[src/ctmw_pkg.sv]
// Constants, types and register layouts of the bus transceiver mode and wake block.
// Assumes one 25 MHz clock and a host port outside that decodes the serial register access.
//
// Operation
// - Normal mode with select 01 or 10 gives Active: TXD to bus, bus to RXD.
// - Select 01 watches transmitter supply; undervoltage drops Active to Offline or Offline Bias.
// - Select 10 ignores transmitter undervoltage; only forced Standby or Sleep drops to Offline modes.
// - Active requested with TXD low goes to Listen-only until TXD returns high.
// - Normal mode with select 11 gives Listen-only: transmitter off, receiver and bias on.
// - Listen-only holds while TXD low or select 01 with transmitter undervoltage.
// - Standby or Sleep forces Offline or Offline Bias, ignoring the select field.
// - Offline goes to Offline Bias on bus activity, back after the silence timeout.
// - Leaving Active or Listen-only goes to Offline if silent, else Offline Bias first.
// - Device entering Standby from Off or Overtemp puts the transceiver in Offline.
// - Offline goes to Offline Bias on wake pattern or select 01 with undervoltage.
// - Off, Overtemp or battery undervoltage switch it off; recovery re-enters Offline.
// - Offline with bus wake enabled watches for wake events, bus biased to ground.
// - Offline, wake enabled, selective wake off or invalid: search the standard pattern.
// - Wake pattern is dominant, recessive, dominant, each at least its minimum time.
// - Shorter intervals between phases are ignored and neither advance nor break the pattern.
// - Once the first dominant reaches its minimum, the rest must finish within the wake timeout, otherwise detection restarts.
// - RXD stays high until wake; a valid pattern sets the wake flag and drives RXD low.
// - Wake pattern in Sleep switches the inhibit output on and requests Standby.
// - A readable status bit shows whether the transceiver is ready or disabled.
// - That status bit is 1 in Active mode and 0 in every other mode.
// - Two-bit select: 00 Offline, 01 and 10 Active, 11 Listen-only.

package ctmw_pkg;

    localparam int unsigned CLK_MHZ       = 25;

    // Timing figures in their own units; cycle counts follow from the clock rate.
    localparam int unsigned T_SILENCE_US  = 1000;
    localparam int unsigned T_WAKE_TO_US  = 1000;
    localparam int unsigned T_WAKE_DOM_NS = 1000;
    localparam int unsigned T_WAKE_REC_NS = 1000;

    localparam int unsigned SILENCE_CYC   = T_SILENCE_US * CLK_MHZ;
    localparam int unsigned WAKE_TO_CYC   = T_WAKE_TO_US * CLK_MHZ;
    localparam int unsigned WAKE_DOM_CYC  = (T_WAKE_DOM_NS * CLK_MHZ + 999) / 1000;
    localparam int unsigned WAKE_REC_CYC  = (T_WAKE_REC_NS * CLK_MHZ + 999) / 1000;

    localparam int unsigned CNT_W         = 24;
    localparam int unsigned PH_W          = 12;

    localparam logic [1:0] SEL_OFFLINE    = 2'h0;
    localparam logic [1:0] SEL_ACT_UV     = 2'h1;
    localparam logic [1:0] SEL_ACT_NOUV   = 2'h2;
    localparam logic [1:0] SEL_LISTEN     = 2'h3;

    localparam logic [7:0] CTRL_RESET     = 8'h00;
    localparam logic [7:0] CTRL_WMASK     = 8'h73;

    typedef enum logic [2:0] {
        DM_OFF,
        DM_STANDBY,
        DM_NORMAL,
        DM_SLEEP,
        DM_OVERTEMP
    } ctmw_dev_mode_e;

    typedef enum logic [2:0] {
        XM_OFF,
        XM_OFFLINE,
        XM_OFFLINE_BIAS,
        XM_LISTEN,
        XM_ACTIVE
    } ctmw_xcvr_mode_e;

    typedef enum logic [1:0] {
        WK_IDLE,
        WK_DOM1,
        WK_REC,
        WK_DOM2
    } ctmw_wake_e;

    // Bus transceiver control register, 8 bits.
    typedef struct packed {
        logic       rsv7;
        logic       fd_tolerance_enable;
        logic       selective_config_valid;
        logic       selective_wake_enable;
        logic [1:0] rsv3_2;
        logic [1:0] transceiver_mode_select;
    } ctmw_ctrl_s;

    // Transceiver status register, 8 bits.
    typedef struct packed {
        logic       xcvr_active;
        logic [2:0] rsv6_4;
        logic       bus_silent;
        logic       rsv2;
        logic       tx_supply_uv;
        logic       rsv0;
    } ctmw_status_s;

endpackage

[src/ctmw_mode_wake.sv]
// Transceiver mode selection and standard bus wake-up detection.
// Assumes the serial host port decodes accesses into the write strobe and read buses here,
// and that the device mode machine lives outside and takes the Standby request.

`timescale 1ns/1ns

module ctmw_mode_wake
    import ctmw_pkg::*;
#(
    parameter int unsigned SILENCE_CYCLES = SILENCE_CYC,
    parameter int unsigned WAKE_TO_CYCLES = WAKE_TO_CYC
) (
    input  wire logic            CLK,
    input  wire logic            SRST,
    input  wire ctmw_dev_mode_e  DEV_MODE,
    input  wire logic            TXD_IN,
    input  wire logic            BUS_DOMINANT_IN,
    input  wire logic            TX_SUPPLY_UV_IN,
    input  wire logic            BAT_UV_IN,
    input  wire logic            BUS_WAKE_ENABLE,
    input  wire logic            CTRL_WR,
    input  wire logic [7:0]      CTRL_WDATA,
    input  wire logic            WAKE_EVENT_CLR,
    output      logic [7:0]      CTRL_RDATA,
    output      logic [7:0]      STATUS_RDATA,
    output      ctmw_xcvr_mode_e XCVR_MODE,
    output      logic            RXD_OUT,
    output      logic            BUS_TX_DOMINANT,
    output      logic            BIAS_MID,
    output      logic            BIAS_GND,
    output      logic            BUS_WAKE_EVENT,
    output      logic            REGULATOR_INHIBIT_OUT,
    output      logic            STANDBY_REQ
);

    ////////////////////////////////////////////////////////////////////////////////
    // Input synchronisers.

    logic [2:0] sync1_r;
    logic [2:0] sync2_r;
    logic       bus_dom;
    logic       tx_uv;
    logic       bat_uv;

    always_ff @(posedge CLK) begin
        if (SRST) begin
            sync1_r <= 3'h0;
            sync2_r <= 3'h0;
        end else begin
            sync1_r <= {BAT_UV_IN, TX_SUPPLY_UV_IN, BUS_DOMINANT_IN};
            sync2_r <= sync1_r;
        end
    end

    assign bus_dom = sync2_r[0];
    assign tx_uv   = sync2_r[1];
    assign bat_uv  = sync2_r[2];

    ////////////////////////////////////////////////////////////////////////////////
    // Control register.

    ctmw_ctrl_s ctrl_r;
    logic [1:0] sel;

    always_ff @(posedge CLK) begin
        if (SRST) begin
            ctrl_r <= ctmw_ctrl_s'(CTRL_RESET);
        end else if (CTRL_WR) begin
            ctrl_r <= ctmw_ctrl_s'(CTRL_WDATA & CTRL_WMASK);
        end
    end

    assign sel        = ctrl_r.transceiver_mode_select;
    assign CTRL_RDATA = ctrl_r;

    ////////////////////////////////////////////////////////////////////////////////
    // Bus silence timer: counts since the last bus edge and saturates.

    logic             bus_dom_d_r;
    logic             bus_edge;
    logic [CNT_W-1:0] silence_cnt_r;
    logic             silent;

    assign bus_edge = bus_dom ^ bus_dom_d_r;
    assign silent   = (silence_cnt_r >= CNT_W'(SILENCE_CYCLES));

    always_ff @(posedge CLK) begin
        if (SRST) begin
            bus_dom_d_r   <= 1'b0;
            silence_cnt_r <= '0;
        end else begin
            bus_dom_d_r <= bus_dom;
            if (bus_edge) begin
                silence_cnt_r <= '0;
            end else if (!silent) begin
                silence_cnt_r <= silence_cnt_r + CNT_W'(1);
            end
        end
    end

    ////////////////////////////////////////////////////////////////////////////////
    // Standard wake-up pattern detector.

    ctmw_wake_e       wk_r;
    logic [PH_W-1:0]  run_cnt_r;
    logic [CNT_W-1:0] wk_to_r;
    logic             wk_search;
    logic             run_dom_ok;
    logic             run_rec_ok;

    // Searching happens only in the offline modes and only for the plain pattern.
    assign wk_search = BUS_WAKE_ENABLE
                     && (XCVR_MODE == XM_OFFLINE || XCVR_MODE == XM_OFFLINE_BIAS)
                     && !(ctrl_r.selective_wake_enable && ctrl_r.selective_config_valid);

    // The run counter measures the current level; a level change restarts it, so a short
    // interval of either polarity simply never qualifies and leaves the phase untouched.
    assign run_dom_ok = bus_dom && !bus_edge && (run_cnt_r >= PH_W'(WAKE_DOM_CYC - 1));
    assign run_rec_ok = !bus_dom && !bus_edge && (run_cnt_r >= PH_W'(WAKE_REC_CYC - 1));

    always_ff @(posedge CLK) begin
        if (SRST || !wk_search) begin
            run_cnt_r <= '0;
        end else if (bus_edge) begin
            // The edge cycle already shows the new level, so it counts as the first one.
            run_cnt_r <= PH_W'(1);
        end else if (run_cnt_r != '1) begin
            run_cnt_r <= run_cnt_r + PH_W'(1);
        end
    end

    always_ff @(posedge CLK) begin
        if (SRST || !wk_search) begin
            wk_r    <= WK_IDLE;
            wk_to_r <= '0;
        end else begin
            unique case (wk_r)
                WK_IDLE: begin
                    wk_to_r <= '0;
                    if (run_dom_ok) begin
                        wk_r <= WK_DOM1;
                    end
                end
                WK_DOM1: begin
                    wk_to_r <= wk_to_r + CNT_W'(1);
                    if (wk_to_r >= CNT_W'(WAKE_TO_CYCLES)) begin
                        wk_r <= WK_IDLE;
                    end else if (run_rec_ok) begin
                        wk_r <= WK_REC;
                    end
                end
                WK_REC: begin
                    wk_to_r <= wk_to_r + CNT_W'(1);
                    if (wk_to_r >= CNT_W'(WAKE_TO_CYCLES)) begin
                        wk_r <= WK_IDLE;
                    end else if (run_dom_ok) begin
                        wk_r <= WK_DOM2;
                    end
                end
                WK_DOM2: begin
                    wk_to_r <= '0;
                    wk_r    <= WK_IDLE;
                end
            endcase
        end
    end

    // WK_DOM2 is a one-cycle marker; the third phase is the same qualification as
    // the first dominant run, taken while the timeout has not run out.
    logic wake_pulse;

    assign wake_pulse = wk_search && (wk_r == WK_REC) && run_dom_ok
                        && (wk_to_r < CNT_W'(WAKE_TO_CYCLES));

    ////////////////////////////////////////////////////////////////////////////////
    // Sticky wake event flag; a new wake wins over a clear in the same cycle.

    logic wake_ev_r;

    always_ff @(posedge CLK) begin
        if (SRST) begin
            wake_ev_r <= 1'b0;
        end else if (wake_pulse) begin
            wake_ev_r <= 1'b1;
        end else if (WAKE_EVENT_CLR) begin
            wake_ev_r <= 1'b0;
        end
    end

    assign BUS_WAKE_EVENT = wake_ev_r;

    ////////////////////////////////////////////////////////////////////////////////
    // Transceiver mode machine.

    ctmw_xcvr_mode_e mode_r;
    ctmw_xcvr_mode_e mode_nxt;
    ctmw_xcvr_mode_e leave_mode;

    // Dropping out of Active or Listen-only skips Offline Bias only on a silent bus.
    assign leave_mode = silent ? XM_OFFLINE : XM_OFFLINE_BIAS;

    always_comb begin
        mode_nxt = mode_r;
        if (DEV_MODE == DM_OFF || DEV_MODE == DM_OVERTEMP || bat_uv) begin
            mode_nxt = XM_OFF;
        end else if (mode_r == XM_OFF) begin
            mode_nxt = XM_OFFLINE;
        end else if (DEV_MODE == DM_NORMAL) begin
            unique case (mode_r)
                XM_ACTIVE: begin
                    if (sel == SEL_OFFLINE || (sel == SEL_ACT_UV && tx_uv)) begin
                        mode_nxt = leave_mode;
                    end else if (sel == SEL_LISTEN) begin
                        mode_nxt = XM_LISTEN;
                    end else begin
                        mode_nxt = XM_ACTIVE;
                    end
                end
                XM_LISTEN: begin
                    if (sel == SEL_OFFLINE) begin
                        mode_nxt = leave_mode;
                    end else if (sel == SEL_LISTEN || !TXD_IN) begin
                        mode_nxt = XM_LISTEN;
                    end else if (sel == SEL_ACT_UV && tx_uv) begin
                        mode_nxt = XM_LISTEN;
                    end else begin
                        mode_nxt = XM_ACTIVE;
                    end
                end
                default: begin
                    // Offline and Offline Bias under Normal mode.
                    if (sel == SEL_LISTEN) begin
                        mode_nxt = XM_LISTEN;
                    end else if (sel == SEL_ACT_NOUV || (sel == SEL_ACT_UV && !tx_uv)) begin
                        mode_nxt = TXD_IN ? XM_ACTIVE : XM_LISTEN;
                    end else if (sel == SEL_ACT_UV && tx_uv) begin
                        mode_nxt = XM_OFFLINE_BIAS;
                    end else if (mode_r == XM_OFFLINE && (bus_edge || wake_pulse)) begin
                        mode_nxt = XM_OFFLINE_BIAS;
                    end else if (mode_r == XM_OFFLINE_BIAS && silent) begin
                        mode_nxt = XM_OFFLINE;
                    end
                end
            endcase
        end else begin
            // Standby and Sleep ignore the select field entirely.
            unique case (mode_r)
                XM_ACTIVE, XM_LISTEN: mode_nxt = leave_mode;
                XM_OFFLINE: begin
                    if (bus_edge || wake_pulse) begin
                        mode_nxt = XM_OFFLINE_BIAS;
                    end
                end
                default: begin
                    if (silent) begin
                        mode_nxt = XM_OFFLINE;
                    end
                end
            endcase
        end
    end

    always_ff @(posedge CLK) begin
        if (SRST) begin
            mode_r <= XM_OFF;
        end else begin
            mode_r <= mode_nxt;
        end
    end

    assign XCVR_MODE = mode_r;

    ////////////////////////////////////////////////////////////////////////////////
    // Pin outputs, all from flip-flops.

    always_ff @(posedge CLK) begin
        if (SRST) begin
            RXD_OUT         <= 1'b1;
            BUS_TX_DOMINANT <= 1'b0;
            BIAS_MID        <= 1'b0;
            BIAS_GND        <= 1'b0;
        end else begin
            BUS_TX_DOMINANT <= (mode_nxt == XM_ACTIVE) && !TXD_IN;
            BIAS_MID        <= (mode_nxt == XM_ACTIVE) || (mode_nxt == XM_LISTEN)
                               || (mode_nxt == XM_OFFLINE_BIAS);
            BIAS_GND        <= (mode_nxt == XM_OFFLINE);
            if (mode_nxt == XM_ACTIVE || mode_nxt == XM_LISTEN) begin
                RXD_OUT <= !bus_dom;
            end else if (DEV_MODE == DM_OFF) begin
                RXD_OUT <= 1'b1;
            end else begin
                // A pending wake keeps RXD low, even through Overtemp.
                RXD_OUT <= !(wake_ev_r || wake_pulse);
            end
        end
    end

    ////////////////////////////////////////////////////////////////////////////////
    // Regulator inhibit and Standby request.

    logic sleep_woken_r;

    always_ff @(posedge CLK) begin
        if (SRST || DEV_MODE != DM_SLEEP) begin
            sleep_woken_r <= 1'b0;
        end else if (wake_pulse) begin
            sleep_woken_r <= 1'b1;
        end
    end

    always_ff @(posedge CLK) begin
        if (SRST) begin
            REGULATOR_INHIBIT_OUT <= 1'b0;
            STANDBY_REQ           <= 1'b0;
        end else begin
            STANDBY_REQ           <= (DEV_MODE == DM_SLEEP) && wake_pulse;
            REGULATOR_INHIBIT_OUT <= (DEV_MODE == DM_STANDBY) || (DEV_MODE == DM_NORMAL)
                                     || (DEV_MODE == DM_OVERTEMP)
                                     || (DEV_MODE == DM_SLEEP && (wake_pulse || sleep_woken_r));
        end
    end

    ////////////////////////////////////////////////////////////////////////////////
    // Transceiver status register.

    ctmw_status_s status;

    always_comb begin
        status              = '0;
        status.xcvr_active  = (mode_r == XM_ACTIVE);
        status.bus_silent   = silent;
        status.tx_supply_uv = (sel == SEL_ACT_UV) && tx_uv;
    end

    always_ff @(posedge CLK) begin
        if (SRST) begin
            STATUS_RDATA <= 8'h00;
        end else begin
            STATUS_RDATA <= status;
        end
    end

endmodule

[config.mk]
export PLATFORM = sky130hd
export DESIGN_NAME = ctmw_mode_wake
export DESIGN_NICKNAME = d
export VERILOG_FILES = /design/src/ctmw_pkg.sv /design/src/ctmw_mode_wake.sv
export SDC_FILE = /design/constraint.sdc
export NUM_CORES = 1
export LEC_CHECK = 0
export BUFFER_PORTS_ARGS = -buffer_cell sky130_fd_sc_hd__buf_2
export CAP_MARGIN = 20
export CORE_ASPECT_RATIO = 1.75
export CORE_UTILIZATION = 40
export CTS_CLUSTER_DIAMETER = 50
export DETAILED_ROUTE_END_ITERATION = 6
export GPL_TIMING_DRIVEN = 0
export SLEW_MARGIN = 10
export SYNTH_ARGS = -nofsm -noshare
export SYNTH_HDL_FRONTEND = slang
export SYNTH_SLANG_ARGS = --single-unit
[constraint.sdc]
create_clock -name CLK -period 2.48 [get_ports CLK]
set_clock_uncertainty 0.05 [all_clocks]
set_input_delay 0.248 -clock CLK [delete_from_list [all_inputs] [get_ports CLK]]
set_output_delay 0.248 -clock CLK [all_outputs]
set_load 0.01 [all_outputs]
; Word-level counts from Yosys, hierarchy flattened
; Index checks and enable logic that the tools add are counted.
[op_classes]
addsub = 3
n_lt_le_gt_ge = 4
n_eq_ne = 23
muxes = 32
bitwise = 1
n_reduce_logical = 52
[op_table]
columns = operator, count
row1 = 24-bit by 1-bit adder with 24-bit output (second input constant), 2
row2 = 24-bit by 15-bit greater-or-equal comparator with 1-bit output (second input constant), 2
row3 = 3-bit two-way mux, 16
row4 = 24-bit one-hot mux with 2 select lines, 1
row5 = 24-bit by 15-bit < comparator with 1-bit output (second input constant), 1
row6 = 3-bit by 2-bit equality test with 1-bit output (second input constant), 6
row7 = 1-bit logical AND, 17
row8 = 1-bit logical OR, 16
row9 = 12-bit by 1-bit adder with 12-bit output (second input constant), 1
row10 = 12-bit by 5-bit greater-or-equal comparator with 1-bit output (second input constant), 1
row11 = 2-bit two-way mux, 6
row12 = 12-bit inequality test (second input constant), 1
row13 = 3-bit one-hot mux with 2 select lines, 2
row14 = 2-bit OR reduction, 5
row15 = 3-bit by 1-bit equality test with 1-bit output (second input constant), 3
row16 = 3-bit equality test (second input constant), 3
row17 = 2-bit equality test (second input constant), 4
row18 = 2-bit one-hot mux with 4 select lines, 1
row19 = 1-bit logical NOT, 7
row20 = 3-bit logical NOT, 2
row21 = 1-bit two-way mux, 6
row22 = 3-bit inequality test (second input constant), 2
row23 = 2-bit by 1-bit equality test with 1-bit output (second input constant), 2
row24 = 2-bit logical NOT, 2
row25 = other kinds (5), 6
[totals]
ff_bits = 93
input_bits = 20

; Longest topological paths before layout
; Gate-level depths: netlist of the first run.
[depth]
depth_word = 20
depth_mapped = 10

; Worst setup path before layout of the first run
; OpenSTA, ideal clock, no wires.
[synth_timing]
path_kind = reg-to-reg
start = register wk_to_r[17]
end = register RXD_OUT
arrival_time_ns = 2.097
slack_ns = 0.209
stages_incl_launch_ff = 9
path_buffers = 0
synth_period_minus_slack_ns = 2.271
path_cell_list = dfxtp_1 -> nor4_2 -> nand4_1 -> a21oi_2 -> nand3_1 -> or4b_1 -> a211o_1 -> a211oi_2 -> nand3_1
[synth_between]
elab_chain_cells = 15
[synth_rtl]
columns = element, line_no
row1 = "start, declared", ctmw_mode_wake.sv:106  ; logic [CNT_W-1:0] wk_to_r;
row2 = "start signal, assigned", ctmw_mode_wake.sv:145  ; wk_to_r <= wk_to_r + CNT_W'(1);
row3 = "start signal, assigned", ctmw_mode_wake.sv:153  ; wk_to_r <= wk_to_r + CNT_W'(1);
row4 = 24-bit by 15-bit < comparator with 1-bit output *, ctmw_mode_wake.sv:173  ; && (wk_to_r < CNT_W'(WAKE_TO_CYCLES));
row5 = 1-bit logical AND *, ctmw_mode_wake.sv:173
row6 = 1-bit logical OR, "ctmw_mode_wake.sv:238, ctmw_mode_wake.sv:250"
row7 = 1-bit logical AND, ctmw_mode_wake.sv:238  ; end else if (mode_r == XM_OFFLINE && (bus_edge || wake_pulse)) begin
row8 = 3-bit two-way mux, ctmw_mode_wake.sv:238
row9 = 3-bit two-way mux, ctmw_mode_wake.sv:236  ; end else if (sel == SEL_ACT_UV && tx_uv) begin
row10 = 3-bit two-way mux, ctmw_mode_wake.sv:234  ; end else if (sel == SEL_ACT_NOUV || (sel == SEL_ACT_UV && !tx_uv)) begin
row11 = 3-bit two-way mux, ctmw_mode_wake.sv:232  ; if (sel == SEL_LISTEN) begin
row12 = 3-bit one-hot mux with 2 select lines, ctmw_mode_wake.sv:209  ; unique case (mode_r)
row13 = 3-bit two-way mux, ctmw_mode_wake.sv:208  ; end else if (DEV_MODE == DM_NORMAL) begin
row14 = 3-bit two-way mux, ctmw_mode_wake.sv:206  ; end else if (mode_r == XM_OFF) begin
row15 = 3-bit two-way mux, ctmw_mode_wake.sv:204  ; if (DEV_MODE == DM_OFF || DEV_MODE == DM_OVERTEMP || bat_uv) begin
row16 = 3-bit equality test / 3-bit by 2-bit equality test with 1-bit output (equally long branches), ctmw_mode_wake.sv:287  ; if (mode_nxt == XM_ACTIVE || mode_nxt == XM_LISTEN) begin
row17 = 1-bit logical OR, ctmw_mode_wake.sv:287
row18 = 1-bit two-way mux *, ctmw_mode_wake.sv:287
row19 = "end signal, assigned", ctmw_mode_wake.sv:288  ; RXD_OUT <= !bus_dom;
row20 = "end signal, assigned", ctmw_mode_wake.sv:293  ; RXD_OUT <= !(wake_ev_r || wake_pulse);
row21 = "end, declared", ctmw_mode_wake.sv:27  ; output logic RXD_OUT,
; Every way passes the cells marked *; elsewhere a longest branch is shown, timed or not.
; A chain may end at the register's enable or synchronous reset.

; Worst setup path after layout of the first run
[layout_timing]
start = register wk_to_r[22]
end = register RXD_OUT
; The elaborated chain is that of the path after synthesis.

==> results.toml, run 1 <==
[yosys]
synth_edf_count = 0
avgSynthCellArea_um2 = 8.42
synthFlopType = "dfxtp_1"
ys_ff_latch = 88
async_flop_share_pct = 0
ys_warn_count = 0
synth_area_um2 = 4160
seq_area_frac_synth_pct = 42.3
ys_types = 55
synthCells = 494

[global_route]
gr-usage-all-layers_pct = 18.0
grt_max_degree = 16
grt_overflow = 0
grt_pass1_wl_mm = 15.2
grt.busiest_layer = "met2"
met3_usage_pct = 4.00
met1_usage_pct = 19.1
grt_pass1_vias = 3373
met2_usage_pct = 33.2
antenna_found_initial = 0

[power_and_ir_drop]
design_power_total_mw = 3.08
power_density_nw_per_um2 = 620
peakVddDrop_v = 0.000383
power_leakage_nw = 1.87

[placement]
dp_hpwl_mm = 6.73
io_buffers = 33
routabilityCongestion = 0.847
post-place-ws_ps = -165

[floorplan]
die-area_um2 = 10800
die_w_um = 79.1
design.core.area_um2 = 9970
start_util_pct = 41.7
pin_count = 46
die_h_um = 137
rows = 48

[detailed_routing]
routed_wl_mm = 9.32
drt_first_pass_iters = 4
via_count = 3555
routedWlPerCell_um = 13.6
drtAntennaViolNets = 0
drtIter0Drc = 163
drc = 0
vias_per_cell = 5.20

[clocking]
clkLatencyLatePin_ps = 340
htreeDepth = 3
holdBufCountCts = 0
numCtsBuffers = 9
cts_buffer_depth = 2
root_buffer = "clkbuf_16"
path_clk_slew_ps = 70
cts_tree = "built"
cts.sinks = 88

[finish]
drive_above_1_share_pct = 16.8
multi_input_area_um2 = 2310
fin_util_pct = 49.8
nets = 581
syn2layout_area_growth_pct = 19.4
regArea_um2 = 1770
mostFrequentLayoutCells = "dfxtp_1 (84), nor2_1 (75), buf_2 (35)"
num_antenna_cells = 0
final_common_cell = "dfxtp_1"
nFillCells = 987

[critical_path]
worstSetupStartpointType = "flop"
endpoint_kind = "flop"
crit_fanout = 4
criticalPathCategory = "flop to flop"
r2r_cells = 8
critPathRequiredTime_ps = 2660
worst_ep_arrival_time_ps = 2610

[sta]
setup_tns_ps = 0
setup_slack_ps = 49.3
holdWs_ps = 58.0
fin_crit_sh_pct = 98.0
fmax_mhz = 411
period_needed_ps = 2430
hold_viol = 0
rsz0062_at_grt = "yes"
slew_violations = 0
relSlewSlack_pct = 38.3
worst_pin_slew_ps = 923
setup_violations = 0

[worst_hold_path]
holdCritPathClass = "input port to flop"
min_delay_path_depth = 2

[flow_run]
max-cap-violations = 0

[status]
status = "finished clean"
## per-layer routing
metal / vias up / wire (um)
li1: 1815 / -
met1: 1656 / 3720
met2: 72 / 5030
met3: 12 / 399
met4: 0 / 171
met5: - / 0
## stage by stage
step                cells  cell area [um^2]
finish                683              4970
global route          683              4970
CTS                   678              4880
detailed placement    659              4510
global placement      659              4510
floorplan             501              4190
## sequential cells by signal, indices dropped and copies added (netlist names)
name,count
run_cnt_r,12
wk_to_r,24
REGULATOR_INHIBIT_OUT,1
STATUS_RDATA,3
RXD_OUT,1
CTRL_RDATA,3
BUS_WAKE_EVENT,1
XCVR_MODE,3
BIAS_GND,1
BUS_TX_DOMINANT,1
BIAS_MID,1
sleep_woken_r,1
sel,2
STANDBY_REQ,1
sync2_r,3
bus_dom_d_r,1
silence_cnt_r,24
wk_r,2
sync1_r,3
## path summary, 6_finish.rpt
| check | startpoint | endpoint | slack [ps] |
|---|---|---|---|
| worst max-delay path | wk_to_r[22] | RXD_OUT | 50 |
| worst min-delay path | TX_SUPPLY_UV_IN | sync1_r[1] | 60 |
| worst max register to register | wk_to_r[22] | RXD_OUT | 50 |
| worst min register to register | sync1_r[0] | sync2_r[0] | 390 |
## power breakdown
group          switching [mW]  internal (mW)
registers              0.0152           1.43
clock network           0.580          0.843
logic                   0.122         0.0876
## logic make-up after synthesis
group,synth area share (%)
simple gates,28.0
flops,42.3
compound gates,12.3
xor+xnor,8.63
buf+inv,4.51
fa+ha+maj,2.41
mux,1.68
other cells,0.0901
## what timing repair did
action | 4_1_cts | 5_1_grt
buffers inserted | 3 | 5
resized for setup | 7 | 17
pin swaps | 3 | 11
gates cloned | 0 | 0
endpoints found under the setup margin | 4 | 10
## Yosys cell counts (4+ instances only)
cell type | count | area share (%)
nand4_1 | 14 | 2.1
dfxtp_1 | 88 | 42
ha_1 | 8 | 2.4
a31oi_1 | 4 | 0.60
or3_1 | 6 | 0.90
nand3_1 | 25 | 3.0
nand2b_1 | 5 | 0.75
buf_4 | 8 | 1.4
nor2b_1 | 11 | 1.7
clkbuf_1 | 12 | 1.1
xor2_1 | 22 | 4.6
nand2_1 | 28 | 2.5
nor2_1 | 76 | 6.9
a21oi_1 | 25 | 3.0
mux2i_1 | 7 | 1.7
xnor2_1 | 19 | 4.0
and3_1 | 16 | 2.4
a211oi_1 | 4 | 0.72
inv_1 | 17 | 1.5
o21ai_0 | 13 | 1.6
nor3_1 | 17 | 2.0
and2_1 | 12 | 1.8
and4_1 | 4 | 0.84
## worst max-delay path, cell delays in order (launching register included)
cell      delay [ps]
dfxtp_2          340
nor4_2           270
nand4_1          190
a21oi_2          180
nand3_1          120
or4b_4           510
a211o_1          360
a211oi_2         190
nand3_1          100
## final cells by class
type,count,area share (%)
timing repair buffer,41,4.53
tap,125,3.15
inverter,17,1.28
multi-input combinational,372,46.5
sequential,88,35.5
buffer,24,2.59
clock inverter,5,1.28
clock buffer,11,5.09
Power figures use the tool's default switching activity.
==> run 2: changes to the inputs <==
Settings changed: CTS_BUF_LIST set to sky130_fd_sc_hd__clkbuf_16, HOLD_SLACK_MARGIN set to 0.03.
==> run 2 against run 1 <==
Count of clock-buffer cells in the layout is 2 lower. Hold slack improved by 2.2 ps. Cell area is 0.50% lower. Highest routed layer unchanged. Critical path depth stayed put. Cell count increased by 0.29%. Largest power group unchanged. Via count is 0.23% higher. Sequential share of layout area grew 0.13 points. Sequential cell count stayed put. Maximum frequency about the same.
==> results.toml, run 2 (synthesis results as in run 1) <==
[global_route]
gr-usage-all-layers_pct = 17.9
grt_overflow = 0
grt_pass1_vias = 3399
antenna_found_initial = 0
grt_max_degree = 16
grt_pass1_wl_mm = 15.1

[finish]
drive_above_1_share_pct = 15.9
multi_input_area_um2 = 2290
num_antenna_cells = 0
fin_util_pct = 49.6
syn2layout_area_growth_pct = 18.8
final_common_cell = "dfxtp_1"
fin_area_um2 = 4940
nFillCells = 994
top_regs = "silence_cnt_r (24), wk_to_r (24), run_cnt_r (12)"
mostFrequentLayoutCells = "dfxtp_1 (86), nor2_1 (75), buf_2 (35)"
regArea_um2 = 1760
nets = 583

[floorplan]
die-area_um2 = 10800
design.core.area_um2 = 9970
pin_count = 46
die_h_um = 137
rows = 48
die_w_um = 79.1
start_util_pct = 41.7

[sta]
relSlewSlack_pct = 38.6
fin_crit_sh_pct = 98.1
worst_pin_slew_ps = 919
period_needed_ps = 2430
holdWs_ps = 60.2
hold_viol = 0
fmax_mhz = 411
rsz0062_at_grt = "yes"
setup_violations = 0
slew_violations = 0
setup_tns_ps = 0

[status]
status = "finished clean"

[detailed_routing]
via_count = 3563
routed_wl_mm = 9.28
wl_met1_mm = 3.71
drtIter0Drc = 147
met3WireLength_um = 357
drt_first_pass_iters = 4
top_layer = "met4"
drc = 0
vias_per_cell = 5.20
drtAntennaViolNets = 0
routedWlPerCell_um = 13.5
dr_wl_met2_mm = 4.95

[clocking]
clkLatencyLatePin_ps = 340
htreeDepth = 3
numCtsBuffers = 9
cts_tree = "built"
cts.sinks = 88
path_clk_slew_ps = 70
root_buffer = "clkbuf_16"
cts_buffer_depth = 2
holdBufCountCts = 0

[critical_path]
endpoint_kind = "flop"
crit_chain = "nor4_2 -> nand4_1 -> a21oi_2 -> nand3_1 -> or4b_4 -> a211o_1 -> a211oi_2 -> nand3_1"
worst_ep_arrival_time_ps = 2610
worstSetupStartpointType = "flop"
criticalPathCategory = "flop to flop"
critical_path.max_stage_delay_ps = 510
r2r_slack_ps = 50
worstReg2RegEnd = "RXD_OUT"
crit_fanout = 4
critPathRequiredTime_ps = 2660
crit_slowest_cell = "or4b_4"
crit_top_cell = "nand3_1"
r2r_start = "wk_to_r[22]"
r2r_cells = 8

[placement]
io_buffers = 33
post_dp_cell_area_um2 = 4510
dp_hpwl_mm = 6.73
routabilityCongestion = 0.847

[worst_hold_path]
holdCritPathClass = "input port to flop"
holdCritStartpoint = "TX_SUPPLY_UV_IN"
min_delay_path_depth = 2
whs_endpoint = "sync1_r[1]"

[power_and_ir_drop]
peakVddDrop_v = 0.000383
power_density_nw_per_um2 = 609
design_power_total_mw = 3.01
power_leakage_nw = 1.87

[flow_run]
max-cap-violations = 0
-- run 2: cell types whose count changed in the layout (fill, tap and decap cells not counted), sizes merged --
cell	change
buf	+3
clkinv	+2
clkbuf	-3
-- run 2: worst max path at each step --
stage,slack [ps],from,cells after the start,to
6_report,50,wk_to_r[22],8,RXD_OUT
5_1_grt,-100,wk_to_r[22],11,BIAS_MID
4_1_cts,6,wk_to_r[17],8,RXD_OUT
3_5_place_dp,-170,wk_to_r[17],8,BIAS_GND
3_3_place_gp,-130,XCVR_MODE[1],8,RXD_OUT
2_1_floorplan,210,wk_to_r[17],8,RXD_OUT
-- run 2: cell type report --
class / instances / area share [%]
Clock inverter: 7 / 1.44
Timing Repair Buffer: 43 / 4.93
Multi-Input combinational cell: 372 / 46.4
Tap cell: 125 / 3.16
Sequential cell: 88 / 35.7
Clock buffer: 9 / 4.55
Buffer: 24 / 2.58
Inverter: 17 / 1.29
-- run 2: worst max-delay path: cells and delay by family (launching register included) --
kind,cells,cell delay (ps)
AO/OA/AOI/OAI,3,740
AND/OR/NAND/NOR,5,1200
flip-flops,1,340
-- run 2: per-stage QoR --
step,std cells,setup WS [ps]
after global placement,659,-130
after global routing,685,-100
after CTS,680,5.59
after floorplan,501,209
after detailed placement,659,-165
final,685,47.0
-- run 2: timing repair --
item                                    in CTS  in global routing
setup buffers                                5                  5
resized for setup                            6                 14
pin swaps                                    3                 12
endpoints found under the setup margin       4                 11
-- run 2: where the power goes --
group | switching [mW] | total, mW | internal [mW]
clock | 0.576 | 1.36 | 0.781
combinational | 0.120 | 0.207 | 0.0868
sequential | 0.0150 | 1.45 | 1.43
-- run 2: metal layers --
layer	up-vias	global-route usage [%]
met5	-	0
li1	1817	-
met3	20	4.07
met1	1662	18.9
met2	64	32.8
met4	0	8.89
==> run 3: changes to the inputs <==
Settings changed: ABC_AREA set to 1, BUFFER_PORTS_ARGS -buffer_cell sky130_fd_sc_hd__buf_2 to not set, DONT_BUFFER_PORTS set to 1, PLACE_DENSITY set to 0.57.
==> run 3 against run 2 <==
Routed wire length fell by 3.1%. Global-route usage fell by 0.47 points. Combinational power fell by 22%. Critical path depth fell by 1. Sequential share of layout area rose by 0.80 points. Critical endpoint is now run_cnt_r[2]. Worst setup slack improved by 160 ps. Critical path type unchanged. Hold slack got worse by 17 ps. Cell count rose by 9.5%. Core utilization fell by 3.0 points.
==> results.toml, run 3 <==
[status]
status = "finished clean"

[clocking]
clkLatencyLatePin_ps = 340
cts.sinks = 88
cts_buffer_depth = 2
numCtsBuffers = 9
path_clk_slew_ps = 70
cts_tree = "built"
htreeDepth = 3
root_buffer = "clkbuf_16"

[power_and_ir_drop]
pwr-share-seq_pct = 51.4
share_comb_of_total_power_pct = 5.7
power_density_nw_per_um2 = 588
power_leakage_nw = 1.99
design_power_total_mw = 2.84
peakVddDrop_v = 0.000383
clockPowerShare_pct = 42.9
p_int_mw = 2.16
switching_power_uw = 674
swShare_pct = 23.8

[global_route]
grt_max_degree = 15
grt_pass1_wl_mm = 15.1
gr-usage-all-layers_pct = 17.5
grt_overflow = 0
grt_pass1_vias = 3479
antenna_found_initial = 0

[finish]
mostFrequentLayoutCells = "inv_1 (95), nor2_1 (92), dfxtp_1 (88)"
final_common_cell = "inv_1"
nFillCells = 1075
num_antenna_cells = 0
drive_above_1_share_pct = 12.0
nets = 646
top_regs = "silence_cnt_r (24), wk_to_r (24), run_cnt_r (12)"
syn2layout_area_growth_pct = 12.9

[floorplan]
rows = 49
design.core.area_um2 = 10400
pin_count = 46
start_util_pct = 41.3
die_h_um = 139
die_w_um = 80.2
die-area_um2 = 11100

[sta]
setup_tns_ps = 0
setup_violations = 0
fin_crit_sh_pct = 91.5
relSlewSlack_pct = 49.2
hold_viol = 0
rsz0062_at_grt = "no"
worst_pin_slew_ps = 760
fmax_mhz = 440
period_needed_ps = 2270
slew_violations = 0

[yosys]
async_flop_share_pct = 0
seq_area_frac_synth_pct = 41.2
yosys.area.top_type = "dfxtp_1"
ys_types = 42
synth_top_area_share_pct = 41.2
ys_ff_latch = 88
avgSynthCellArea_um2 = 7.24
ys_warn_count = 0
synth_edf_count = 0
synth_area_um2 = 4280
synthCells = 591
post-synth-top-count-cell = "inv_1"
synthFlopType = "dfxtp_1"
ys_top_cells_by_area = "dfxtp_1 (41%), inv_1 (8.2%), nor2_1 (8.2%), nand2_1 (7.3%), a21oi_1 (5.1%)"
synthTopCellsByCount = "inv_1 (94), nor2_1 (93), dfxtp_1 (88)"

[worst_hold_path]
holdCritPathClass = "input port to flop"

[critical_path]
worst_ep_arrival_time_ps = 2480
crit_fanout = 9
r2r_slack_ps = 210
endpoint_kind = "flop"
worstSetupStartpointType = "flop"
criticalPathCategory = "flop to flop"
critPathRequiredTime_ps = 2690

[detailed_routing]
drtIter0Drc = 155
drt_first_pass_iters = 4
vias_per_cell = 4.91
routedWlPerCell_um = 12.0
drc = 0
routed_wl_mm = 9.00
drtAntennaViolNets = 0
via_count = 3679

[placement]
dp_hpwl_mm = 7.10
routabilityCongestion = 0.822
io_buffers = 0

[flow_run]
max-cap-violations = 0
run 3: changes by cell type after synthesis, moves of 17 or more:
cell | before | now
o21ai_0 | 13 | 30
xnor2_1 | 19 | 0
a21oi_1 | 25 | 44
nand2_1 | 28 | 83
inv_1 | 17 | 94
nor2_1 | 76 | 93
run 3: logic make-up after synthesis:
family / after synthesis / share of synthesized area, %
DFF: 88 / 41.2
and+or+nand+nor: 270 / 30.9
AOI/OAI and AO/OA: 101 / 13.1
adders and majority gates: 8 / 2.34
buffers and inverters: 116 / 10.9
other: 1 / 0.0877
xor gates and xnor gates: 7 / 1.43
run 3: power by group through the flow:
stage,Sequential [mW],Combinational (mW),Clock (mW)
final,1.46,0.162,1.22
after global routing,1.46,0.187,1.30
after CTS,1.46,0.160,1.25
after detailed placement,1.49,0.147,0
after global placement,1.49,0.146,0
after floorplan,1.49,0.120,0
run 3: metal layers:
layer / global-route usage (%) / vias up / wire length, um
met5: 0 / - / 0
met4: 8.83 / 0 / 252
met3: 3.29 / 17 / 236
met2: 34.1 / 51 / 5150
met1: 16.4 / 1691 / 3360
li1: - / 1920 / -
run 3: area by class of cell:
| type | instances | area, um^2 | share of cell area [%] |
|---|---|---|---|
| clock inverter | 7 | 40.0 | 0.829 |
| sequential | 88 | 1760 | 36.5 |
| buffer | 12 | 75.1 | 1.55 |
| timing repair buffer | 9 | 90.1 | 1.87 |
| tap | 127 | 159 | 3.29 |
| inverter | 104 | 397 | 8.21 |
| clock buffer | 9 | 225 | 4.66 |
| multi-input combinational | 394 | 2080 | 43.1 |
run 3: worst paths after layout:
kind               from       endpoint  cells after the start
max          sync2_r[0]   run_cnt_r[2]                      7
min             CTRL_WR  CTRL_RDATA[4]                      2
max reg2reg  sync2_r[0]   run_cnt_r[2]                      7
min reg2reg  sync1_r[1]     sync2_r[1]                      2
run 3: what timing repair did:
action,CTS,global route
resized for setup,0,3
endpoints found under the hold margin,8,0
buffers inserted,0,0
hold buffers,9,0
endpoints found under the setup margin,0,9
run 3: through the flow:
stage          setup WS, ps  cell area (um^2)  std cells  hold slack [ps]  utilization (%)
4_1_cts                27.4              4820        750             37.5             46.5
5_1_grt                40.9              4830        750             78.6             46.6
6_report                210              4830        750             42.8             46.6
3_5_place_dp           52.4              4460        725              274             43.1
3_3_place_gp           97.3              4460        725              277             43.1
2_1_floorplan           552              4300        598              268                -
run 3: worst max-delay path, stage by stage (launching register included):
cell and delay (ps):
dfxtp_1 330, inv_1 70, ha_1 320, nor2_2 400, clkinvlp_4 360, nor2_2 310
inv_1 170, nor3_1 190
